File: src/pkg/dio_pkg.sv
// Purpose: Shared constants and types for the direct I/O request descriptor block.
// Assumes: One 250 MHz clock; registers reached over APB with 32-bit data.
// Notes: Word layouts of the descriptor sets and the header carrier live here.
package dio_pkg;

  // Clock rate and response timeout.
  localparam int CLK_MHZ = 250;
  localparam int RESP_TIMEOUT_US = 100; // Time allowed for a response to a non-posted request.
  localparam int RESP_TIMEOUT_CYC = RESP_TIMEOUT_US * CLK_MHZ;

  // Descriptor set geometry.
  localparam int NUM_SETS = 4;
  localparam int WORDS_PER_SET = 7;
  localparam logic [11:0] SET0_BASE = 12'h400;
  localparam logic [11:0] SET_STRIDE = 12'h020;
  localparam logic [11:0] SET_LAST_END = 12'h478;

  // Word indices inside one set (byte offset is four times the index).
  localparam logic [2:0] W_ADDR_MSB = 3'h0;
  localparam logic [2:0] W_ADDR_LSB = 3'h1;
  localparam logic [2:0] W_LOCAL_ADDR = 3'h2;
  localparam logic [2:0] W_BYTE_COUNT = 3'h3;
  localparam logic [2:0] W_ROUTE = 3'h4;
  localparam logic [2:0] W_COMMAND = 3'h5;
  localparam logic [2:0] W_STATUS = 3'h6;

  // Field positions in the route word.
  localparam int DEST_ID_LSB = 0;
  localparam int ID_WIDTH_LSB = 16;
  localparam int XAMBS_LSB = 18;
  localparam int PRIO_LSB = 20;
  // Field positions in the status word, then the byte count field width and the full-page byte count.
  localparam int STAT_BUSY_BIT = 0;
  localparam int STAT_CODE_LSB = 1;
  localparam int BYTE_COUNT_W = 12;
  localparam logic [12:0] FULL_PAGE_BYTES = 13'h1000;

  // Transaction type codes: FT_ codes are the upper nibble of the packet type, TR_NWRITE is a lower-nibble code.
  localparam logic [3:0] FT_NREAD = 4'h2;
  localparam logic [3:0] FT_WRITE = 4'h5;
  localparam logic [3:0] FT_SWRITE = 4'h6;
  localparam logic [3:0] FT_MAINT = 4'h8;
  localparam logic [3:0] TR_NWRITE = 4'h4;

  // Transport size encodings.
  localparam logic [1:0] ID_WIDTH_8 = 2'h0;
  localparam logic [1:0] ID_WIDTH_16 = 2'h1;

  // Completion codes.
  localparam logic [2:0] CC_OK = 3'h0;
  localparam logic [2:0] CC_TIMEOUT = 3'h1;
  localparam logic [2:0] CC_XOFF = 3'h2;
  localparam logic [2:0] CC_RESP_ERR = 3'h3;
  localparam logic [2:0] CC_BAD_PROG = 3'h4;

  // Per-set sequencing states.
  typedef enum logic [2:0] {
    ST_IDLE = 3'b001,
    ST_SEND = 3'b010,
    ST_WAIT = 3'b100
  } dio_state_e;

  // Outgoing request header fields.
  typedef struct packed {
    logic [3:0] ftype;
    logic [3:0] ttype;
    logic [1:0] tt;
    logic [1:0] prio;
    logic [1:0] xambs;
    logic [15:0] dest_id;
    logic [7:0] tid;
    logic [31:0] ext_addr;
    logic [31:0] addr;
    logic [3:0] size;
    logic wdptr;
  } dio_hdr_s;

  // Header plus the local side of the transfer, which never enters the header.
  typedef struct packed {
    dio_hdr_s hdr;
    logic [31:0] local_addr;
    logic [12:0] byte_count;
  } dio_req_s;

  // Completion report from the link logic.
  typedef struct packed {
    logic [7:0] tid;
    logic err;
  } dio_resp_s;

endpackage : dio_pkg

File: src/core/dio_request_unit.sv
// Purpose: Outbound direct I/O request unit; four descriptor sets launch load/store requests.
// Assumes: APB slave with no wait states; link logic on the same clock takes requests by valid/ready.
// Notes: Posted requests complete when loaded into the output register toward the link; non-posted ones wait for a response.
//
// Overview of operation
// RULE1 - Writing the command word launches one request built from the descriptor set.
// RULE2 - Hardware assigns each request's transaction ID from its own counter.
// RULE3 - Four sets of seven words at 0x400, stride 0x20, first ending 0x418.
// RULE4 - Types 2, 5, 6 carry the upper address word as extended address.
// RULE5 - Types 2, 5, 6 get doubleword-aligned address plus size and word pointer.
// RULE6 - Type 8 uses a 24-bit config offset aligned with the byte count.
// RULE7 - Software writes the two low config offset bits as zero.
// RULE8 - The local byte address only steers payload, never enters the header.
// RULE9 - Byte count zero means 4KB; otherwise exactly that many bytes.
// RULE10 - Software keeps maintenance byte counts at four bytes or fewer.
// RULE11 - ID width select 00 gives 8-bit IDs, 01 gives 16-bit; others reserved.
// RULE12 - Descriptor priority 0 to 3 is copied into the header prio field.
// RULE13 - Software avoids sending requests at priority 3.
// RULE14 - Descriptor xambs is copied into the header xambs field.
// RULE15 - Descriptor destination ID is copied into the header destination field.
// RULE16 - Software fills all descriptor words before writing the command word.
// RULE17 - Packet type upper nibble is ftype; lower nibble is trans for 2, 5, 8.
// RULE18 - Busy rises the cycle after the command write; set locked while busy.
// RULE19 - A 3-bit completion code is valid when busy clears.
// RULE20 - A reserved ID width select is not sent; reports invalid programming.
`timescale 1ns/100ps

module dio_request_unit #(
  parameter int TIMEOUT_CYCLES = dio_pkg::RESP_TIMEOUT_CYC,
  parameter int TID_W = 8
) (
  input wire logic clk_i, // 250 MHz clock.
  input wire logic reset_n_i, // Asynchronous active-low reset.
  input wire logic psel_i, // APB select.
  input wire logic penable_i, // APB access phase.
  input wire logic pwrite_i, // APB direction, high for write.
  input wire logic [11:0] paddr_i, // APB byte address.
  input wire logic [31:0] pwdata_i, // APB write data.
  output logic [31:0] prdata_o, // APB read data.
  output logic pready_o, // APB ready.
  output logic pslverr_o, // APB error.
  output logic req_valid_o, // Request available to the link.
  output dio_pkg::dio_req_s req_o, // Request header and local transfer details.
  input wire logic req_ready_i, // Link takes the request.
  input wire logic xoff_i, // Link flow control blocks new requests.
  input wire logic resp_valid_i, // Response for a non-posted request.
  input wire dio_pkg::dio_resp_s resp_i // Response tag and error flag.
);

  localparam int N = dio_pkg::NUM_SETS;
  localparam logic [31:0] TIMEOUT_LAST = 32'(TIMEOUT_CYCLES - 1);

  // Descriptor storage, command type, status and sequencing per set.
  logic [31:0] desc [N][5];
  logic [7:0] cmd_type [N];
  logic busy [N];
  logic [2:0] code [N];
  logic [TID_W-1:0] set_tid [N];
  logic [31:0] timer [N];
  dio_pkg::dio_state_e state [N];
  logic [TID_W-1:0] tid_ctr;

  // Address decode of the current APB transfer.
  logic in_window;
  logic [1:0] sel_set;
  logic [2:0] sel_word;
  logic addr_ok;
  logic acc_edge;
  logic wr_fire;
  logic cmd_fire;

  // Arbitration between sets waiting to send.
  logic grant_any;
  logic [1:0] grant_idx;
  logic out_free;
  dio_pkg::dio_req_s next_req;

  // Size and word pointer for a transfer of n bytes starting at offset off within a doubleword.
  function automatic logic [4:0] size_enc(input logic [2:0] off, input logic [12:0] n);
    logic [4:0] r;
    r = {1'b1, 4'hf};
    if (n == 13'h0001) begin
      r = {off[2], 2'b00, off[1:0]};
    end else if (n == 13'h0002) begin
      r = {off[2], 2'b01, off[1], 1'b0};
    end else if (n == 13'h0003) begin
      r = {off[2], (off[1:0] == 2'b00) ? 4'h5 : 4'h7};
    end else if (n == 13'h0004) begin
      r = {off[2], 4'h8};
    end else if (n <= 13'h0007) begin
      r = {off[2], (n == 13'h0005) ? 4'h7 : ((n == 13'h0006) ? 4'h9 : 4'ha)};
    end else if (n == 13'h0008) begin
      r = {1'b0, 4'hb};
    end else if (n <= 13'h0010) begin
      r = {1'b1, 4'hb};
    end else if (n <= 13'h0020) begin
      r = {1'b0, 4'hc};
    end else if (n <= 13'h0040) begin
      r = {1'b1, 4'hc};
    end else if (n <= 13'h0080) begin
      r = {1'b1, 4'hd};
    end
    return r;
  endfunction : size_enc

  // Builds one request from a descriptor set.
  function automatic dio_pkg::dio_req_s build_req(input logic [31:0] w_msb, input logic [31:0] w_lsb,
                                                  input logic [31:0] w_local, input logic [31:0] w_cnt,
                                                  input logic [31:0] w_route, input logic [7:0] ptype,
                                                  input logic [TID_W-1:0] tid);
    dio_pkg::dio_req_s r;
    logic [12:0] n;
    logic [4:0] sz;
    r = '0;
    // Zero count stands for a whole 4KB page.
    n = (w_cnt[dio_pkg::BYTE_COUNT_W-1:0] == 12'h000) ? dio_pkg::FULL_PAGE_BYTES
        : {1'b0, w_cnt[dio_pkg::BYTE_COUNT_W-1:0]}; // see RULE9
    sz = size_enc(w_lsb[2:0], n); // see RULE5
    r.hdr.ftype = ptype[7:4]; // see RULE17
    if (ptype[7:4] == dio_pkg::FT_NREAD || ptype[7:4] == dio_pkg::FT_WRITE || ptype[7:4] == dio_pkg::FT_MAINT) begin
      r.hdr.ttype = ptype[3:0]; // see RULE17
    end
    r.hdr.tt = w_route[dio_pkg::ID_WIDTH_LSB +: 2]; // see RULE11
    r.hdr.prio = w_route[dio_pkg::PRIO_LSB +: 2]; // see RULE12
    r.hdr.xambs = w_route[dio_pkg::XAMBS_LSB +: 2]; // see RULE14
    r.hdr.dest_id = w_route[dio_pkg::DEST_ID_LSB +: 16]; // see RULE15
    r.hdr.tid = 8'(tid); // see RULE2
    if (ptype[7:4] == dio_pkg::FT_MAINT) begin
      // Only 24 offset bits travel; the low three are dropped by doubleword alignment.
      r.hdr.addr = {8'h00, w_lsb[23:3], 3'b000}; // see RULE6
    end else begin
      r.hdr.ext_addr = w_msb; // see RULE4
      r.hdr.addr = {w_lsb[31:3], 3'b000}; // see RULE5
    end
    r.hdr.size = sz[3:0]; // see RULE5
    r.hdr.wdptr = sz[4]; // see RULE5
    // The local address rides beside the header for the payload engine only.
    r.local_addr = w_local; // see RULE8
    r.byte_count = n;
    return r;
  endfunction : build_req

  // Decode: sets live at 0x400 + 0x20 * set, seven words each.
  always_comb begin
    in_window = (paddr_i >= dio_pkg::SET0_BASE) && (paddr_i <= dio_pkg::SET_LAST_END); // see RULE3
    sel_set = paddr_i[6:5];
    sel_word = paddr_i[4:2];
    addr_ok = in_window && (paddr_i[1:0] == 2'b00) && (sel_word < 3'(dio_pkg::WORDS_PER_SET)); // see RULE3
    acc_edge = psel_i && penable_i && pready_o;
    // A locked set ignores writes; status stays readable.
    wr_fire = acc_edge && pwrite_i && addr_ok && !busy[sel_set] && (sel_word != dio_pkg::W_STATUS); // see RULE18
    cmd_fire = wr_fire && (sel_word == dio_pkg::W_COMMAND); // see RULE1
  end

  // APB answer is registered in the setup cycle, so every access takes exactly one access cycle.
  always_ff @(posedge clk_i or negedge reset_n_i) begin
    if (!reset_n_i) begin
      pready_o <= 1'b0;
      pslverr_o <= 1'b0;
      prdata_o <= 32'h0000_0000;
    end else begin
      pready_o <= psel_i && !penable_i;
      pslverr_o <= psel_i && !penable_i &&
                   (!addr_ok || (pwrite_i && busy[sel_set] && sel_word != dio_pkg::W_STATUS));
      prdata_o <= 32'h0000_0000;
      if (psel_i && !penable_i && !pwrite_i && addr_ok) begin
        case (sel_word)
          dio_pkg::W_COMMAND: begin
            prdata_o <= {24'h00_0000, cmd_type[sel_set]};
          end
          dio_pkg::W_STATUS: begin
            prdata_o <= {28'h000_0000, code[sel_set], busy[sel_set]}; // see RULE19
          end
          default: begin
            prdata_o <= desc[sel_set][sel_word];
          end
        endcase
      end
    end
  end

  // Descriptor words and command type are stored on the access edge of a write.
  always_ff @(posedge clk_i or negedge reset_n_i) begin
    if (!reset_n_i) begin
      for (int s = 0; s < N; s++) begin
        cmd_type[s] <= 8'h00;
        for (int w = 0; w < 5; w++) begin
          desc[s][w] <= 32'h0000_0000;
        end
      end
    end else if (wr_fire) begin
      if (sel_word == dio_pkg::W_COMMAND) begin
        cmd_type[sel_set] <= pwdata_i[7:0];
      end else begin
        desc[sel_set][sel_word] <= pwdata_i;
      end
    end
  end

  // Fixed priority: the lowest numbered set that is ready to send and not blocked wins.
  // A set with a reserved id width or an unsupported type never competes, so it cannot leak onto the link.
  always_comb begin
    grant_any = 1'b0;
    grant_idx = 2'h0;
    for (int s = N - 1; s >= 0; s--) begin
      if (state[s] == dio_pkg::ST_SEND && !xoff_i &&
          !desc[s][dio_pkg::W_ROUTE][dio_pkg::ID_WIDTH_LSB + 1] && // see RULE20
          cmd_type[s][7:4] inside {dio_pkg::FT_NREAD, dio_pkg::FT_WRITE, dio_pkg::FT_SWRITE, dio_pkg::FT_MAINT}) begin
        grant_any = 1'b1;
        grant_idx = 2'(s);
      end
    end
    out_free = !req_valid_o || req_ready_i;
    next_req = build_req(desc[grant_idx][0], desc[grant_idx][1], desc[grant_idx][2], desc[grant_idx][3],
                         desc[grant_idx][4], cmd_type[grant_idx], tid_ctr);
  end

  // Output register toward the link; held until the link takes it.
  always_ff @(posedge clk_i or negedge reset_n_i) begin
    if (!reset_n_i) begin
      req_valid_o <= 1'b0;
      req_o <= '0;
    end else if (out_free) begin
      req_valid_o <= grant_any;
      if (grant_any) begin
        req_o <= next_req; // see RULE1
      end
    end
  end

  // Transaction ID counter advances once per launched request.
  always_ff @(posedge clk_i or negedge reset_n_i) begin
    if (!reset_n_i) begin
      tid_ctr <= '0;
    end else if (out_free && grant_any) begin
      tid_ctr <= tid_ctr + 1'b1; // see RULE2
    end
  end

  // Per-set sequencing: launch, wait for acceptance or response, then report a completion code.
  always_ff @(posedge clk_i or negedge reset_n_i) begin
    if (!reset_n_i) begin
      for (int s = 0; s < N; s++) begin
        state[s] <= dio_pkg::ST_IDLE;
        busy[s] <= 1'b0;
        code[s] <= dio_pkg::CC_OK;
        set_tid[s] <= '0;
        timer[s] <= 32'h0000_0000;
      end
    end else begin
      for (int s = 0; s < N; s++) begin
        case (state[s])
          dio_pkg::ST_IDLE: begin
            if (cmd_fire && sel_set == 2'(s)) begin
              busy[s] <= 1'b1; // see RULE18
              state[s] <= dio_pkg::ST_SEND;
            end
          end
          dio_pkg::ST_SEND: begin
            timer[s] <= 32'h0000_0000;
            if (desc[s][dio_pkg::W_ROUTE][dio_pkg::ID_WIDTH_LSB +: 2] != dio_pkg::ID_WIDTH_8 &&
                desc[s][dio_pkg::W_ROUTE][dio_pkg::ID_WIDTH_LSB +: 2] != dio_pkg::ID_WIDTH_16) begin
              // Reserved transport size: nothing goes out.
              code[s] <= dio_pkg::CC_BAD_PROG; // see RULE20
              busy[s] <= 1'b0;
              state[s] <= dio_pkg::ST_IDLE;
            end else if (cmd_type[s][7:4] != dio_pkg::FT_NREAD && cmd_type[s][7:4] != dio_pkg::FT_WRITE &&
                         cmd_type[s][7:4] != dio_pkg::FT_SWRITE && cmd_type[s][7:4] != dio_pkg::FT_MAINT) begin
              code[s] <= dio_pkg::CC_BAD_PROG;
              busy[s] <= 1'b0;
              state[s] <= dio_pkg::ST_IDLE;
            end else if (xoff_i) begin
              code[s] <= dio_pkg::CC_XOFF; // see RULE19
              busy[s] <= 1'b0;
              state[s] <= dio_pkg::ST_IDLE;
            end else if (out_free && grant_idx == 2'(s)) begin
              set_tid[s] <= tid_ctr;
              // Posted writes need no answer; they finish once handed to the link.
              if (cmd_type[s][7:4] == dio_pkg::FT_SWRITE ||
                  (cmd_type[s][7:4] == dio_pkg::FT_WRITE && cmd_type[s][3:0] == dio_pkg::TR_NWRITE)) begin
                code[s] <= dio_pkg::CC_OK;
                busy[s] <= 1'b0;
                state[s] <= dio_pkg::ST_IDLE;
              end else begin
                state[s] <= dio_pkg::ST_WAIT;
              end
            end
          end
          dio_pkg::ST_WAIT: begin
            timer[s] <= timer[s] + 32'h0000_0001;
            if (resp_valid_i && resp_i.tid == 8'(set_tid[s])) begin
              code[s] <= resp_i.err ? dio_pkg::CC_RESP_ERR : dio_pkg::CC_OK; // see RULE19
              busy[s] <= 1'b0;
              state[s] <= dio_pkg::ST_IDLE;
            end else if (timer[s] >= TIMEOUT_LAST) begin
              code[s] <= dio_pkg::CC_TIMEOUT; // see RULE19
              busy[s] <= 1'b0;
              state[s] <= dio_pkg::ST_IDLE;
            end
          end
          default: begin
            busy[s] <= 1'b0;
            state[s] <= dio_pkg::ST_IDLE;
          end
        endcase
      end
    end
  end

endmodule : dio_request_unit

File: config.mk
export PLATFORM = sky130hd
export DESIGN_NAME = dio_request_unit
export DESIGN_NICKNAME = d
export VERILOG_FILES = /design/src/pkg/dio_pkg.sv /design/src/core/dio_request_unit.sv
export SDC_FILE = /design/constraint.sdc
export NUM_CORES = 2
export LEC_CHECK = 0
export BUFFER_PORTS_ARGS = -buffer_cell sky130_fd_sc_hd__buf_2
export CORE_ASPECT_RATIO = 1.4
export CORE_MARGIN = 5
export CORE_UTILIZATION = 55
export CTS_BUF_LIST = sky130_fd_sc_hd__clkbuf_16
export DETAILED_ROUTE_END_ITERATION = 12
export PLACE_DENSITY = 0.73
export SYNTH_ARGS = -nofsm -noshare
export SYNTH_HDL_FRONTEND = slang
export SYNTH_SLANG_ARGS = --single-unit
File: constraint.sdc
create_clock -name clk_i -period 3.23 [get_ports clk_i]
set_input_delay 0.4845 -clock clk_i [delete_from_list [all_inputs] [get_ports clk_i]]
set_output_delay 0.4845 -clock clk_i [all_outputs]
set_load 0.005 [all_outputs]
== Word level (Yosys, flattened, before mapping) ==
Cells that the tools add are included.

* Register bits after elaboration: 1055
* Input port bits: 61
* Output and inout bits: 187
* Logic and storage cells: 466

* Add/subtract/negate cells: 5
* Order comparisons: 17
* Equality and inequality tests: 91
* Muxes and demuxes: 161
* Bitwise logic cells: 13
* Reductions and logical operators: 117

{| class="wikitable"
|+ Operators by type and width
! kind !! count
|-
| 160-bit 2-to-1 mux || 5
|-
| 160-bit binary-select mux with 2-bit select || 2
|-
| 640-bit bitwise mux || 1
|-
| 160-bit demux with 2-bit select || 1
|-
| 32-bit one-hot mux with 2 select lines || 5
|-
| 32-bit 2-to-1 mux || 6
|-
| 3-bit 2-to-1 mux || 58
|-
| 32-bit by 1-bit adder with 32-bit output, second input constant || 4
|-
| 32-bit by 15-bit greater-or-equal comparator with 1-bit output, second input constant || 4
|-
| 32-bit binary-select mux with 3-bit select || 1
|-
| 32-bit demux with 3-bit select || 1
|-
| 1-bit logical AND || 63
|-
| 4-bit by 3-bit == test with 1-bit output, second input constant || 13
|-
| 5-bit 2-to-1 mux || 8
|-
| 8-bit 2-to-1 mux || 5
|-
| 5-bit by 2-bit inequality test with 1-bit output, second input constant || 8
|-
| 13-bit by 3-bit == test with 1-bit output, second input constant || 3
|-
| 1-bit 2-to-1 mux || 38
|-
| 3-bit one-hot mux with 3 select lines || 4
|-
| 8-bit binary-select mux with 2-bit select || 2
|-
| 32-bit bitwise mux || 1
|-
| 8-bit == test || 4
|-
| 4-bit by 3-bit inequality test with 1-bit output, second input constant || 8
|-
| 4-bit AND reduction || 8
|-
| 48 further kinds || 151
|}

== Depth between registers and ports, before layout ==
* Depth after elaboration: 25
* Gate-level depth with buffers: 12
* Gate-level depth less buffers: 10

== Worst setup path before layout ==
Ideal clock, no wire load.

* Path kind: input to register
* From: in paddr_i[6]
* To: reg prdata_o[1]
* Setup time: 130 ps
* Arrival time: 2850 ps
* Data required time: 3100 ps
* Slack: 250 ps
* Stages on the path: 8
* Buffers on the path: 5
* Cells stage by stage: buf_2 > buf_2 > clkbuf_1 > buf_1 > clkbuf_1 > mux4_2 > a222oi_1 > nor2_1

* Cells in the longest elaborated chain, start to end: 9
* Elaborated cells on any way between the ends: 21
* Classes of those cells: order compare: 2; mux: 14; bitwise: 1; reduce/logical: 4

{| class="wikitable"
|+ Ends and longest elaborated chain
! element !! RTL line !! RTL
|-
| from (decl) || dio_request_unit.sv:37 || <nowiki>input wire logic [11:0] paddr_i,</nowiki>
|-
| 2-bit NOT with 3-bit output (implied by the code) || dio_request_unit.sv:169, dio_request_unit.sv:172, dio_request_unit.sv:175 ||
|-
| 160-bit binary-select mux with 2-bit select || dio_request_unit.sv:175 || <nowiki>prdata_o <= desc[sel_set][sel_word];</nowiki>
|-
| 160-bit 2-to-1 mux (implied by the code) (2 in a row) || dio_request_unit.sv:175 ||
|-
| 32-bit binary-select mux with 3-bit select || dio_request_unit.sv:175 ||
|-
| 32-bit 2-to-1 mux (implied by the code) (2 in a row) || dio_request_unit.sv:175 ||
|-
| 32-bit one-hot mux with 2 select lines || dio_request_unit.sv:167 || <nowiki>case (sel_word)</nowiki>
|-
| 32-bit 2-to-1 mux (*) || dio_request_unit.sv:166 || <nowiki>if (psel_i && !penable_i && !pwrite_i && addr_ok) begin</nowiki>
|-
| to (signal assigned) || dio_request_unit.sv:169 || <nowiki>prdata_o <= {24'h00_0000, cmd_type[sel_set]};</nowiki>
|-
| to (signal assigned) || dio_request_unit.sv:172 || <nowiki>prdata_o <= {28'h000_0000, code[sel_set], busy[sel_set]};</nowiki>
|-
| to (signal assigned) || dio_request_unit.sv:175 ||
|-
| to (decl) || dio_request_unit.sv:39 || <nowiki>output logic [31:0] prdata_o,</nowiki>
|}

Mark *: on every way between the ends. The rest lies on a longest branch, timed or not. The select of a mux whose other input is x is not followed.
A chain may end at the register's enable or synchronous reset.

== Worst setup path after layout ==
* From: reg cmd_type[21] (netlist name)
* To: reg req_o[145] (netlist name)

* Cells in the longest elaborated chain, start to end: 13
* Elaborated cells on any way between the ends: 21
* Classes of those cells: eq/ne: 7; mux: 8; bitwise: 1; reduce/logical: 5

{| class="wikitable"
|+ Ends and longest elaborated chain
! element !! RTL line !! RTL
|-
| from (decl) || dio_request_unit.sv:55 || <nowiki>logic [7:0] cmd_type [N];</nowiki>
|-
| from (signal, indexed assignment) || dio_request_unit.sv:193 || <nowiki>cmd_type[sel_set] <= pwdata_i[7:0];</nowiki>
|-
| 4-bit by 2-bit == test with 1-bit output, or another cell as far along || dio_request_unit.sv:208 || <nowiki>cmd_type[s][7:4] inside {dio_pkg::FT_NREAD, dio_pkg::FT_WRITE, dio_pkg::FT_SWRITE, dio_pkg::FT_MAINT}) begin</nowiki>
|-
| 4-bit nonzero test || dio_request_unit.sv:208 ||
|-
| 1-bit logical AND || dio_request_unit.sv:208 ||
|-
| 2-bit 2-to-1 mux (2 in a row) || dio_request_unit.sv:206 || <nowiki>if (state[s] == dio_pkg::ST_SEND && !xoff_i &&</nowiki>
|-
| 2-bit NOT with 3-bit output (implied by the code) || dio_request_unit.sv:215 || <nowiki>desc[grant_idx][4], cmd_type[grant_idx], tid_ctr);</nowiki>
|-
| 8-bit binary-select mux with 2-bit select || dio_request_unit.sv:215 ||
|-
| 8-bit 2-to-1 mux (implied by the code) (2 in a row) || dio_request_unit.sv:215 ||
|-
| 4-bit by 2-bit == test with 1-bit output / 4-bit by 3-bit == test with 1-bit output (equally long branches) || dio_request_unit.sv:120 || <nowiki>if (ptype[7:4] == dio_pkg::FT_NREAD || ptype[7:4] == dio_pkg::FT_WRITE || ptype[7:4] == dio_pkg::FT_MAINT) beg ...</nowiki>
|-
| 1-bit logical OR (2 in a row) || dio_request_unit.sv:120 ||
|-
| 4-bit 2-to-1 mux || dio_request_unit.sv:120 ||
|-
| to (signal assigned) || dio_request_unit.sv:226 || <nowiki>req_o <= next_req;</nowiki>
|-
| to (decl) || dio_request_unit.sv:43 || <nowiki>output dio_pkg::dio_req_s req_o,</nowiki>
|}

Parallel ways exist; a longest one is shown, timed or not. The select of a mux whose other input is x is not followed.

==> impl_metrics.py <==
metrics = {
    "sta": {
        "maxClockFrequency_ghz": 0.3198,
        "fin_tns_setup_ns": 0,
        "finalSetupViolCount": 0,
        "slew_viol_final": 0,
        "rsz0062_at_grt": "no",
        "whs_ns": 0.1073,
        "min_period_ns": 3.127,
        "fin_worst_skew_ns": 0.03098,
        "period_share_pct": 96.80,
        "tightest_slew_ns": 0.8997,
        "finalHoldViolations": 0,
        "relSlewSlack_pct": 39.90,
    },
    "floorplan": {
        "num_rows": 131,
        "io_pins": 248,
        "start_util_pct": 55.23,
        "core_um2": 90800,
        "dieArea_um2": 97410,
        "die_h_um": 367.3,
        "die_x_um": 265.2,
    },
    "yosys": {
        "syn_inst": 4059,
        "netlist_area_um2": 50150,
        "avgSynthCellArea_um2": 12.36,
        "synth_largest_area_cell": "dfrtp_1",
        "synth_area_leaders": "dfrtp_1 52%, mux2_2 15%, mux4_2 7.9%",
        "ys_types": 95,
        "yosysSeqAreaShare_pct": 52.50,
        "ys_warn_count": 0,
        "async_flop_share_pct": 100.0,
        "ys_ff_latch": 1052,
        "synth_ff_type": "dfrtp_1",
        "synth_top_cell_area_share_pct": 52.29,
        "synth-edff-count": 0,
    },
    "clock_tree": {
        "clock-root-buffer": "clkbuf_16",
        "cts_inserted_buffers": 100,
        "tritoncts": "yes",
        "cts-htree-levels": 3,
        "path_clk_slew_ns": 0.07,
        "insertion_delay_ns": 0.70,
        "cts_max_path_buffers": 3,
        "clock-sinks": 1052,
    },
    "worst_setup_path": {
        "r2r-start": "cmd_type[21]$_DFFE_PN0P_",
        "rrSetupSlack_ns": 0.10,
        "r2r_cells": 12,
        "worst_setup_path_start_kind": "flop",
        "cp_data_arrival_time_ns": 3.74,
        "crit_type": "reg -> reg",
        "cp_max_fo": 7,
        "required_ns": 3.85,
        "startpoint": "cmd_type[21]$_DFFE_PN0P_",
        "regToRegEndpoint": "req_o[145]$_DFFE_PN0P_",
        "end_kind": "flop",
    },
    "place": {
        "routabilityCongestion": 0.9617,
        "place.port_buffers": 244,
        "place_inst": 5382,
        "hpwlAfterDp_um": 102100,
    },
    "min_path": {
        "hp-class": "in -> reg",
        "min_to": "pslverr_o$_DFF_PN0_",
        "hold_depth": 3,
        "hold_path_startpoint": "pwrite_i",
    },
    "detailed_routing": {
        "final_antenna_net_count": 0,
        "drt-initial-drc-count": 3356,
        "via_per_inst": 6.563,
        "num_vias": 36540,
        "drc": 0,
        "wire_per_inst_um": 27.36,
        "firstDrtPassIters": 7,
        "wirelength_um": 152400,
    },
    "pwr": {
        "p_switching_w": 0.005969,
        "p_comb_share_pct": 4.1,
        "power.leakage_nw": 27.20,
        "p_int_w": 0.01944,
        "vdd_drop_max_mv": 0.4477,
        "p_clk_share_pct": 43.7,
        "seq_power_share_pct": 52.2,
        "swShare_pct": 23.49,
        "power_w": 0.02541,
        "p_per_area_nw_per_um2": 445.8,
    },
    "grt": {
        "grt_pass1_vias": 37170,
        "grt_max_degree": 111,
        "grtUsageTotal_pct": 31.05,
        "grt_overflow": 0,
        "grt_first_pass_wirelength_um": 233100,
        "antenna_found_initial": 10,
    },
    "finish": {
        "post-route-util_pct": 62.76,
        "syn2layout_area_growth_pct": 13.64,
        "drive_above_1_share_pct": 34.94,
        "final_cells": 5568,
        "nNetsFinal": 4356,
    },
    "flow_run": {
        "drv_cap": 0,
    },
    "run_status": {
        "outcome": "complete, no violations",
    },
}
## worst max-delay path by stage
stage	end	slack, ns	cells past startpoint
6_report	req_o[145]$_DFFE_PN0P_	0.10	12
5_1_grt	req_o[147]$_DFFE_PN0P_	0.002	11
4_1_cts	req_o[47]$_DFFE_PN0P_	0.03	10
3_5_place_dp	req_o[47]$_DFFE_PN0P_	0.04	10
3_3_place_gp	req_o[47]$_DFFE_PN0P_	0.09	10
2_1_floorplan	prdata_o[1]$_DFF_PN0_	0.25	8
## cell families (layout without fill, tap and decap cells)
family,Yosys count,after routing,synth area share [%]
other cells,1,9,0.007477
simple gates,951,951,8.812
mux,899,899,24.08
fa+ha+maj,5,5,0.1247
xor+xnor,42,42,0.7335
flops,1052,1052,52.50
compound gates,757,757,10.92
buf+inv,352,656,2.817
## stage by stage
| step | instance area (µm²) | setup WS, ns |
|---|---|---|
| floorplan | 50160 | 0.2504 |
| global placement | 53900 | 0.09157 |
| detailed placement | 53900 | 0.03585 |
| CTS | 56950 | 0.02563 |
| global route | 56980 | 0.001656 |
| finish | 56990 | 0.1035 |
## cell usage in the layout, fill, tap and decap left out, drive strengths merged, types with 46 or more instances in the layout
| cell type | count |
|---|---|
| a221o | 74 |
| clkinv | 46 |
| a22o | 71 |
| mux2 | 691 |
| a31oi | 81 |
| o21ai | 217 |
| inv | 46 |
| dfrtp | 1048 |
| clkbuf | 101 |
| mux4 | 177 |
| nand3 | 96 |
| a21oi | 50 |
| nor2 | 203 |
| buf | 455 |
| nand2 | 441 |
| o31ai | 55 |
## power by group through the flow
stage	Sequential, W	Combinational (W)	Clock (W)
2_1_floorplan	0.0135	0.000426	0
3_3_place_gp	0.0135	0.00103	0
3_5_place_dp	0.0135	0.00104	0
4_1_cts	0.0133	0.00104	0.0113
5_1_grt	0.0133	0.00112	0.0118
6_report	0.0133	0.00103	0.0111
## cells in the mapped netlist (all sizes together) (25+ instances only)
master,number
o211ai,45
nor3,33
and3,28
dfrtp,1048
nor4,28
nand2,441
a222oi,25
mux2,691
a21oi,50
clkbuf,179
a221o,74
a31oi,81
o21ai,217
buf,150
nand3,96
mux4,177
a22o,71
nor2,203
mux2i,31
a221oi,43
o31ai,55
nand4,32
## sequential cells by signal, indices dropped and copies added, names as in the netlist
| register | flops |
|---|---|
| code | 12 |
| prdata_o | 32 |
| tid_ctr | 8 |
| set_tid | 32 |
| timer | 128 |
| desc | 640 |
| cmd_type | 32 |
| state | 12 |
| pslverr_o | 1 |
| req_o | 149 |
| pready_o | 1 |
| req_valid_o | 1 |
| busy | 4 |
## cell type report
cell class	instances	area [µm²]
Clock inverter	76	504.2
Multi-Input combinational cell	2657	22580
Sequential cell	1052	26330
Clock buffer	101	2527
Timing Repair Buffer	456	3450
Antenna cell	6	15.01
Tap cell	1197	1498
Inverter	23	86.33
Fill cell	7031	33810
## worst max-delay path, cell delays in order, from the launching register on
cell and delay, ns:
dfrtp_1 0.46, nor4b_4 0.40, o31a_1 0.32, buf_4 0.23
nor4_4 0.07, buf_4 0.19, a22o_1 0.23, a221o_1 0.32
nor4_1 0.28, a31oi_1 0.08, buf_4 0.18, nor2_2 0.16
a22o_1 0.15
## metal layers
metal,global-route usage [%],vias to the layer above,wire (µm)
met4,19.18,12,11340
met5,0,-,91
met2,50.62,1675,73830
li1,-,15640,-
met3,4.503,435,10730
met1,39.37,18780,56360
## repair_timing
item	in CTS	in global routing
setup buffers	0	2
gates resized for setup	0	4
hold buffers	1	0
endpoints found under the hold margin	48	0
endpoints found under the setup margin	0	37
(Power assumes the default switching activity.)
